### src/core/flash_ctrl_pkg.sv
package flash_ctrl_pkg;

  // APB register map, byte addresses.
  localparam int unsigned    APB_AW       = 8;
  localparam logic [7:0]     OFF_CTRL     = 8'h00;
  localparam logic [7:0]     OFF_KEY      = 8'h04;
  localparam logic [7:0]     OFF_TABLE_PAGE_REG   = 8'h08;
  localparam logic [7:0]     OFF_EA       = 8'h0c;
  localparam logic [7:0]     OFF_TBLOP    = 8'h10;
  localparam logic [7:0]     OFF_TBLRD    = 8'h14;

  // flash_op_control fields.
  localparam int unsigned    CTRL_WR      = 15;
  localparam int unsigned    CTRL_FLASH_WRITE_ENABLE    = 14;
  localparam int unsigned    CTRL_SEQUENCE_ERROR_FLAG   = 13;
  localparam int unsigned    CTRL_ERASE   = 6;
  localparam logic [15:0]    CTRL_RESET   = 16'h0000;

  // Table operation register fields.
  localparam int unsigned    TOP_HIGH     = 16;
  localparam int unsigned    TOP_BYTE     = 17;
  localparam int unsigned    TOP_READ     = 18;

  localparam logic [7:0]     KEY_FIRST    = 8'h55;
  localparam logic [7:0]     KEY_SECOND   = 8'haa;

  localparam logic [3:0]     OPC_BULK     = 4'hf;
  localparam logic [3:0]     OPC_GEN_SEG  = 4'hd;
  localparam logic [3:0]     OPC_SEC_SEG  = 4'hc;
  localparam logic [3:0]     OPC_WORD     = 4'h3;
  localparam logic [3:0]     OPC_PAGE     = 4'h2;
  localparam logic [3:0]     OPC_ROW      = 4'h1;
  localparam logic [3:0]     OPC_CFG      = 4'h0;

  // Geometry: 64 instructions (192 bytes) per row, 8 rows (1536 bytes) per page.
  localparam int unsigned    ROW_WORDS    = 64;
  localparam int unsigned    PAGE_ROWS    = 8;
  localparam int unsigned    ROW_LSB      = 7;
  localparam int unsigned    PAGE_LSB     = 10;
  localparam logic [5:0]     ROW_LAST     = 6'h3f;

  localparam int unsigned    OP_TIME_US   = 4000;
  localparam int unsigned    CLK_MHZ      = 125;
  localparam int unsigned    OP_CYCLES    = OP_TIME_US * CLK_MHZ;

  typedef enum logic [3:0] {
    FL_NONE, FL_READ, FL_PROG_WORD, FL_PROG_ROW, FL_ERASE_PAGE, FL_ERASE_BULK,
    FL_ERASE_GEN, FL_ERASE_SEC, FL_PROG_CFG, FL_ERASE_CFG, FL_ABORT
  } fl_cmd_e;

  typedef enum logic [1:0] {S_IDLE, S_STREAM, S_ISSUE, S_WAIT} seq_e;
  typedef enum logic [1:0] {K_NONE, K_HALF, K_ARMED} key_e;

  typedef struct packed {
    fl_cmd_e     cmd;
    logic [23:0] addr;
    logic [23:0] wdata;
  } fl_req_s;

endpackage

### src/core/flash_self_program_controller.sv
// Functional notes
// (RULE1) Table address is table_page_reg low byte above the 16-bit effective address.
// (RULE2) Low table accesses reach program word bits 15:0, word or byte mode.
// (RULE3) High table accesses reach program word bits 23:16, word or byte mode.
// (RULE4) Rows hold 64 instructions, 192 bytes; a row is programmed as one unit.
// (RULE5) Page erase clears eight consecutive rows, 512 instructions.
// (RULE6) Pages align on 1536 bytes, rows on 192 bytes, from memory start.
// (RULE7) Software loads the holding buffer sequentially within one 64-word group.
// (RULE8) A full row needs 64 low and 64 high table writes first.
// (RULE9) Buffer-loading table writes touch only the holding buffer, never the array.
// (RULE10) Key register is write-only; 55h then AAh must precede each start.
// (RULE11) Operations last nominally 4 ms; the processor stalls until done.
// (RULE12) Start bit 15 is set by software only and cleared by hardware.
// (RULE13) Write-enable bit 14 allows program and erase; zero inhibits them.
// (RULE14) Sequence-error bit 13 flags improper sequences; zero after normal completion.
// (RULE15) Erase bit 6 picks erase variant when one, program variant when zero.
// (RULE16) With erase, 1111 bulk, 1101 general segment, 1100 secure segment erase.
// (RULE17) 0011 word and 0001 row program without erase; 0010 page erase with.
// (RULE18) Code 0000 programs or erases one configuration byte.
// (RULE19) Codes 1110 and 0100 to 1011 are reserved and start nothing.
// (RULE20) Control bits reset only on power-on reset.
// (RULE21) A dummy low table write latches the page erase target address.
// (RULE22) Software places two no-operations right after setting the start bit.
// (RULE23) Control bits 12 to 7 and 5 to 4 read zero.
// (RULE24) Table page bit 7 selects configuration space, else user space.
// (RULE25) Start without fresh key pair or write-enable sets error, flash untouched.
`timescale 1ns/1ps

module flash_self_program_controller
  import flash_ctrl_pkg::*;
#(
  parameter int unsigned OP_CYC = OP_CYCLES
) (
  // Clock and power-on reset
  input  wire logic              pclk,
  input  wire logic              presetn,
  // Other device resets
  input  wire logic              warm_rst_n,
  // APB slave
  input  wire logic              psel,
  input  wire logic              penable,
  input  wire logic              pwrite,
  input  wire logic [APB_AW-1:0] paddr,
  input  wire logic [31:0]       pwdata,
  output logic                   pready,
  output logic                   pslverr,
  output logic [31:0]            prdata,
  // Flash array macro
  output fl_req_s                fl_req,
  input  wire logic [23:0]       fl_rdata,
  // Processor stall
  output logic                   cpu_stall
);

  localparam int unsigned TW = $clog2(OP_CYC + 1);
  localparam logic [TW-1:0] T_LAST = TW'(OP_CYC - 1);

  initial begin
    if (OP_CYC < 1 || OP_CYC > 32'h00ffffff) begin
      $error("OP_CYC out of range");
    end
  end

  typedef struct packed {
    seq_e              seq;
    key_e              key;
    logic              wr;
    logic              flash_write_enable;
    logic              sequence_error_flag;
    logic              erase;
    logic [3:0]        opsel;
    logic [7:0]        table_page_reg;
    logic [15:0]       ea;
    logic [23:0]       tgt;
    logic [5:0]        cnt;
    logic [TW-1:0]     tmr;
    fl_cmd_e           run;
    logic [63:0][23:0] hbuf;
    logic [23:0]       rdat;
    logic              rd_pend;
    logic [2:0]        rdmode;
    fl_req_s           fl;
    logic              stall;
    logic              pready;
    logic              pslverr;
    logic [31:0]       prdata;
  } st_s;

  st_s s_q;
  st_s s_d;

  function automatic fl_cmd_e decode_op(input logic [3:0] op, input logic er);
    fl_cmd_e c;
    c = FL_NONE;
    if (op == OPC_BULK && er) begin // [RULE16] [RULE15]
      c = FL_ERASE_BULK;
    end else if (op == OPC_GEN_SEG && er) begin // [RULE16]
      c = FL_ERASE_GEN;
    end else if (op == OPC_SEC_SEG && er) begin // [RULE16]
      c = FL_ERASE_SEC;
    end else if (op == OPC_WORD && !er) begin // [RULE17]
      c = FL_PROG_WORD;
    end else if (op == OPC_ROW && !er) begin // [RULE17] [RULE4]
      c = FL_PROG_ROW;
    end else if (op == OPC_PAGE && er) begin // [RULE17]
      c = FL_ERASE_PAGE;
    end else if (op == OPC_CFG) begin // [RULE18]
      c = er ? FL_ERASE_CFG : FL_PROG_CFG;
    end
    // Codes 1110 and 0100..1011 fall through as no action. [RULE19]
    return c;
  endfunction

  logic          acc_wr;
  logic          set_try;
  logic [23:0]   taddr;
  logic [5:0]    tidx;
  fl_cmd_e       req_op;

  always_comb begin
    s_d = s_q;
    s_d.fl.cmd = FL_NONE;
    s_d.pready = 1'b0;
    s_d.pslverr = 1'b0;
    taddr = {s_q.table_page_reg, s_q.ea}; // [RULE1] [RULE24]
    tidx = taddr[ROW_LSB-1:1];
    acc_wr = psel && penable && s_q.pready && pwrite && !s_q.pslverr;
    set_try = acc_wr && paddr == OFF_CTRL && pwdata[CTRL_WR] && !s_q.wr;
    req_op = decode_op(pwdata[3:0], pwdata[CTRL_ERASE]);

    // Read data returns in the same cycle as the array read strobe.
    s_d.rd_pend = 1'b0;
    if (s_q.rd_pend) begin
      if (!s_q.rdmode[0]) begin // [RULE2]
        s_d.rdat = {8'h00, s_q.rdmode[1] ? {8'h00, (s_q.rdmode[2] ? fl_rdata[15:8]
                                                      : fl_rdata[7:0])} : fl_rdata[15:0]};
      end else begin // [RULE3]
        s_d.rdat = (s_q.rdmode[1] && s_q.rdmode[2]) ? 24'h000000 : {16'h0000, fl_rdata[23:16]};
      end
    end

    // Accesses wait while an operation runs, which is how the processor stalls. [RULE11]
    if (psel && penable && !s_q.pready && s_q.seq == S_IDLE) begin
      s_d.pready = 1'b1;
      s_d.prdata = 32'h00000000;
      if (paddr == OFF_CTRL) begin // [RULE23]
        s_d.prdata = {16'h0000, s_q.wr, s_q.flash_write_enable, s_q.sequence_error_flag, 6'h00, s_q.erase, 2'h0,
                      s_q.opsel};
      end else if (paddr == OFF_KEY) begin // [RULE10]
        s_d.prdata = 32'h00000000;
      end else if (paddr == OFF_TABLE_PAGE_REG) begin
        s_d.prdata = {24'h000000, s_q.table_page_reg};
      end else if (paddr == OFF_EA) begin
        s_d.prdata = {16'h0000, s_q.ea};
      end else if (paddr == OFF_TBLOP) begin
        s_d.prdata = 32'h00000000;
      end else if (paddr == OFF_TBLRD) begin
        s_d.prdata = {8'h00, s_q.rdat};
      end else begin
        s_d.pslverr = 1'b1;
      end
    end

    if (acc_wr) begin
      // Any write to a mapped register other than the second key breaks the unlock pair. [RULE10]
      s_d.key = K_NONE;
      if (paddr == OFF_KEY) begin
        if (pwdata[7:0] == KEY_FIRST) begin
          s_d.key = K_HALF;
        end else if (pwdata[7:0] == KEY_SECOND && s_q.key == K_HALF) begin
          s_d.key = K_ARMED;
        end
      end else if (paddr == OFF_CTRL) begin
        s_d.flash_write_enable = pwdata[CTRL_FLASH_WRITE_ENABLE]; // [RULE13]
        s_d.sequence_error_flag = pwdata[CTRL_SEQUENCE_ERROR_FLAG];
        s_d.erase = pwdata[CTRL_ERASE]; // [RULE15]
        s_d.opsel = pwdata[3:0];
        if (set_try) begin
          if (s_q.key != K_ARMED || !pwdata[CTRL_FLASH_WRITE_ENABLE]) begin
            s_d.sequence_error_flag = 1'b1; // [RULE25] [RULE14]
          end else if (req_op != FL_NONE) begin
            s_d.wr = 1'b1; // [RULE12]
            s_d.run = req_op;
            s_d.cnt = 6'h00;
            s_d.seq = (req_op == FL_PROG_ROW) ? S_STREAM : S_ISSUE;
          end
        end
      end else if (paddr == OFF_TABLE_PAGE_REG) begin
        s_d.table_page_reg = pwdata[7:0];
      end else if (paddr == OFF_EA) begin
        s_d.ea = pwdata[15:0];
      end else if (paddr == OFF_TBLOP) begin
        if (pwdata[TOP_READ]) begin
          s_d.fl.cmd = FL_READ;
          // The array is word addressed; bit 0 only picks the byte within the word.
          s_d.fl.addr = {taddr[23:1], 1'b0};
          s_d.rd_pend = 1'b1;
          s_d.rdmode = {taddr[0], pwdata[TOP_BYTE], pwdata[TOP_HIGH]};
        end else if (pwdata[TOP_HIGH]) begin
          // Only the holding buffer is written here. [RULE9] [RULE3]
          if (!pwdata[TOP_BYTE] || !taddr[0]) begin
            s_d.hbuf[tidx][23:16] = pwdata[7:0];
          end
        end else begin
          if (!pwdata[TOP_BYTE]) begin // [RULE2] [RULE9]
            s_d.hbuf[tidx][15:0] = pwdata[15:0];
          end else if (taddr[0]) begin
            s_d.hbuf[tidx][15:8] = pwdata[7:0];
          end else begin
            s_d.hbuf[tidx][7:0] = pwdata[7:0];
          end
          s_d.tgt = taddr; // [RULE21]
        end
      end
    end

    case (s_q.seq)
      S_STREAM: begin
        // One array write per buffered word, row-aligned. [RULE4] [RULE6]
        s_d.fl.cmd = FL_PROG_ROW;
        s_d.fl.addr = {s_q.tgt[23:ROW_LSB], s_q.cnt, 1'b0};
        s_d.fl.wdata = s_q.hbuf[s_q.cnt];
        s_d.cnt = s_q.cnt + 6'h01;
        if (s_q.cnt == ROW_LAST) begin
          s_d.seq = S_WAIT;
          s_d.tmr = '0;
        end
      end
      S_ISSUE: begin
        s_d.fl.cmd = s_q.run;
        s_d.fl.addr = s_q.tgt;
        if (s_q.run == FL_ERASE_PAGE) begin // [RULE5] [RULE6] [RULE21]
          s_d.fl.addr = {s_q.tgt[23:PAGE_LSB], {PAGE_LSB{1'b0}}};
        end
        s_d.fl.wdata = s_q.hbuf[s_q.tgt[ROW_LSB-1:1]];
        s_d.seq = S_WAIT;
        s_d.tmr = '0;
      end
      S_WAIT: begin
        s_d.tmr = s_q.tmr + TW'(1);
        if (s_q.tmr == T_LAST) begin // [RULE11] [RULE12] [RULE14]
          s_d.seq = S_IDLE;
          s_d.wr = 1'b0;
          s_d.sequence_error_flag = 1'b0;
        end
      end
      default: begin
      end
    endcase

    // A warm reset ends any operation early, which counts as improper termination.
    if (!warm_rst_n) begin
      s_d.key = K_NONE;
      if (s_q.seq != S_IDLE) begin // [RULE14]
        s_d.seq = S_IDLE;
        s_d.wr = 1'b0;
        s_d.sequence_error_flag = 1'b1;
        s_d.fl.cmd = FL_ABORT;
      end
    end
    s_d.stall = (s_d.seq != S_IDLE);
  end

  // Only presetn resets the registers; a warm reset clears only the key state and any running operation. [RULE20]
  always_ff @(posedge pclk or negedge presetn) begin
    if (!presetn) begin
      s_q <= '0;
      s_q.wr <= CTRL_RESET[CTRL_WR];
      s_q.seq <= S_IDLE;
      s_q.key <= K_NONE;
      s_q.run <= FL_NONE;
      s_q.fl.cmd <= FL_NONE;
    end else begin
      s_q <= s_d;
    end
  end

  assign pready    = s_q.pready;
  assign pslverr   = s_q.pslverr;
  assign prdata    = s_q.prdata;
  assign fl_req    = s_q.fl;
  assign cpu_stall = s_q.stall;
endmodule // flash_self_program_controller

### config.mk
export PLATFORM = sky130hd
export DESIGN_NAME = flash_self_program_controller
export DESIGN_NICKNAME = d
export VERILOG_FILES = /design/src/core/flash_ctrl_pkg.sv /design/src/core/flash_self_program_controller.sv
export SDC_FILE = /design/constraint.sdc
export NUM_CORES = 2
export LEC_CHECK = 0
export ABC_AREA = 0
export BUFFER_PORTS_ARGS = -buffer_cell sky130_fd_sc_hd__buf_2
export CORE_UTILIZATION = 55
export CTS_CLUSTER_SIZE = 16
export DETAILED_ROUTE_END_ITERATION = 6
export GPL_TIMING_DRIVEN = 0
export PLACE_DENSITY_LB_ADDON = 0.05
export SETUP_SLACK_MARGIN = 0.02
export SLEW_MARGIN = 10
export SYNTH_ARGS = -nofsm -noshare
export SYNTH_HDL_FRONTEND = slang
export SYNTH_SLANG_ARGS = --single-unit
export TNS_END_PERCENT = 100
### constraint.sdc
create_clock -name pclk -period 2.36 [get_ports pclk]
set_clock_uncertainty 0.15 [all_clocks]
set_input_delay 0.472 -clock pclk [delete_from_list [all_inputs] [get_ports pclk]]
set_output_delay 0.472 -clock pclk [all_outputs]
set_load 0.02 [all_outputs]
==> impl_metrics.ini <==
[status]
status = finished with violations
violations = negative hold slack, negative setup slack

[grt]
grt_max_degree = 156
track_usage_pct = 45.4
grt_pass1_vias = 66900
antenna_found_initial = 22
grt.overflow.total = 0
grt_pass1_wl_um = 522000

[synthesis]
synth_warnings = 0
ys_seq_area_share_pct = 47.2
synthArstFlopShare_pct = 100
synth.avg_cell_area_um2 = 13.6
yosys_most_used_dff = dfrtp_1
yosys.cell_types.count = 73
synth_edf_count = 0
ys_ff_latch = 1716
synthCells = 6667
netlist_area_um2 = 91000

[clock_network]
cts_tree = done
cts_made_buffers = 187
cts.clk_slew.worst_paths_ns = 0.06
ctsHoldBuffers = 45
clk-insertion-delay-late_ns = 0.87
cts.sinks = 1716
clock_path_buffers = 3
htree_levels = 4
root_buffer = clkbuf_16

[cells_and_area]
final_cell_mix = dfrtp_1 (1712), mux2_2 (1042), mux4_2 (797)
nFillCells = 11700
areaGrowthSynthToFinish_pct = 21.6
nets = 7389
drive_above_1_share_pct = 48.1
stdcell_count = 9647
finalInstanceArea_um2 = 111000
mostFrequentLayoutCell = dfrtp_1

[placement]
dp_hpwl_um = 278000
place_ws_ns = -2.43
placed_area_um2 = 95400
io_buffers = 124
place.gp.congestion = 1.08
dp_cells = 8996

[worst_setup_path]
start_kind = flop
worst-r2r-cell-count = 7
cp_max_fo = 10
crit_type = flop to flop
endpoint_kind = flop
cp.arrival_ns = 3.80
cp.required_ns = 2.98

[floorplan]
fp-row-count = 148
initial_core_util_pct = 55.6
dieArea_um2 = 167000
die_h_um = 409
core_um2 = 164000
design.portCount = 157
die_w_um = 409

[sta]
period_minus_slack_ns = 3.18
report.final.slew_viol_count = 0
fmaxAchievable_ghz = 0.314
hold_viol_final = 379
setup_viol = 1734
rsz0062_at_grt = yes
timing.final.crit_share_pct = 135
fin_tns_setup_ns = -544.57
layout_setup_ws_ns = -0.823
worst_pin_slew_ns = 1.48
whs_ns = -0.650
max_slew_margin_pct = 1.14

[routing]
routed-via-count = 68700
drc_errors = 0
drtIter0Drc = 9756
wl_um = 383000
first_pass_iters = 6
drt-vias-per-instance = 7.13
ant_nets = 0
wl_per_cell_um = 39.7

[pwr]
clockPowerShare_pct = 38.3
power_switching_uw = 25300
switching_share_pct = 31.6
p_int_uw = 54600
seq_power_share_pct = 37.4
power_density_nw_per_um2 = 722
p_comb_share_pct = 24.3
peakVddDrop_v = 0.000948
power.leakage_uw = 0.0491

[flow_run]
max_cap_violations = 0

[min_path]
hold_path_class = input port to asynchronous set/reset pin
[synth_stat cells (17+ instances only)]
library cell,number,area [um2]
nand3_1,109,546
clkbuf_1,334,1250
mux2i_1,246,2460
inv_1,56,210
o22ai_1,21,131
nor2b_1,20,125
mux2_1,160,1800
nand2b_1,29,181
nand4_1,35,219
nand2_1,636,2390
buf_2,113,566
a22oi_1,132,991
buf_6,32,360
nor2_1,152,571
dfrtp_1,1716,42900
o32ai_1,17,149
a21oi_1,114,571
nand2_2,21,131
o21ai_0,446,2230
buf_4,127,953
buf_1,31,116
nor2_2,32,200
mux2_2,1082,12200
a31oi_1,18,113
mux4_2,795,17900
[logic make-up (layout without fill, tap and decap cells)]
logic type / Yosys count / after routing / synth area share, %
AOI/OAI and AO/OA: 809 / 809 / 5.18
xor gates and xnor gates: 14 / 14 / 0.135
adders and majority gates: 7 / 7 / 0.0963
buffers and inverters: 696 / 1473 / 3.83
DFF: 1716 / 1716 / 47.2
muxes: 2285 / 2285 / 37.8
other: 1 / 29 / 0.00412
and+or+nand+nor: 1139 / 1139 / 5.75
[critical path: stages, from the launching register on]
cell and delay (ns):
dfrtp_2 0.60, buf_6 0.30, clkbuf_4 0.39, nor2_4 0.16, clkbuf_2 0.37, a22oi_2 0.67, nand3_2 0.25, nand4_1 0.17
[per-stage QoR]
stage	power (uW)	utilization, %
CTS	78200	65.2
detailed placement	46300	58.3
floorplan	39300	-
global route	81100	67.6
global placement	46100	58.1
finish	79900	67.7
[final cells by class]
class                           count  area (um2)  share of cell area [%]
Inverter                           57         250                   0.226
Clock buffer                      289        5640                    5.10
Antenna cell                       13        32.5                  0.0294
Clock inverter                     47         622                   0.562
Timing Repair Buffer              452        4570                    4.13
Sequential cell                  1716       42900                    38.8
Tap cell                         2175        2720                    2.46
Multi-Input combinational cell   4270       47800                    43.2
Buffer                            628        6030                    5.45
[final timing paths]
check | startpoint | to | slack (ns)
max reg2reg | s_q[1684]$_DFFE_PN0P_ | fl_req[17]$_DFFE_PN0N_ | -0.82
min reg2reg | s_q[1702]$_DFFE_PN0P_ | fl_req[46]$_DFFE_PN0P_ | 0.31
min | presetn | prdata[0]$_DFFE_PN0P_ | -0.65
min in group pclk | pwdata[18] | s_q[88]$_DFFE_PN0P_ | 0.01
max | s_q[1684]$_DFFE_PN0P_ | fl_req[17]$_DFFE_PN0N_ | -0.82
max in group asynchronous | presetn | s_q[727]$_DFFE_PN0P_ | -0.14
[state kept, by name, indices dropped and copies added, names as in the netlist]
name / cells
cpu_stall: 1
fl_req: 52
prdata: 16
pready: 1
pslverr: 1
s_q: 1645
[timing repair]
action | in CTS | in global routing
cloned | 18 | 29
hold endpoints to repair | 417 | 379
setup endpoints to repair | 1813 | 1821
resized for setup | 920 | 751
pin swaps | 50 | 51
buffers inserted | 81 | 140
[metal layers]
| metal | part of all wire (%) | routed length, um | track usage, % | vias up |
|---|---|---|---|---|
| met5 | 0.041 | 156 | 0 | - |
| met4 | 8.8 | 33800 | 31.9 | 22 |
| met3 | 14 | 51800 | 17.6 | 1163 |
| met2 | 41 | 159000 | 62.0 | 4805 |
| met1 | 36 | 138000 | 59.4 | 36300 |
| li1 | - | - | - | 26500 |
[power by group through the flow]
| stage | logic (uW) | registers, uW | clock network, uW |
|---|---|---|---|
| final | 19400 | 29900 | 30600 |
| after global routing | 19500 | 29900 | 31700 |
| after CTS | 17800 | 29900 | 30600 |
| after detailed placement | 15900 | 30400 | 0 |
| after global placement | 15600 | 30400 | 0 |
| after floorplan | 9010 | 30200 | 0 |
(Power assumes the default switching activity.)
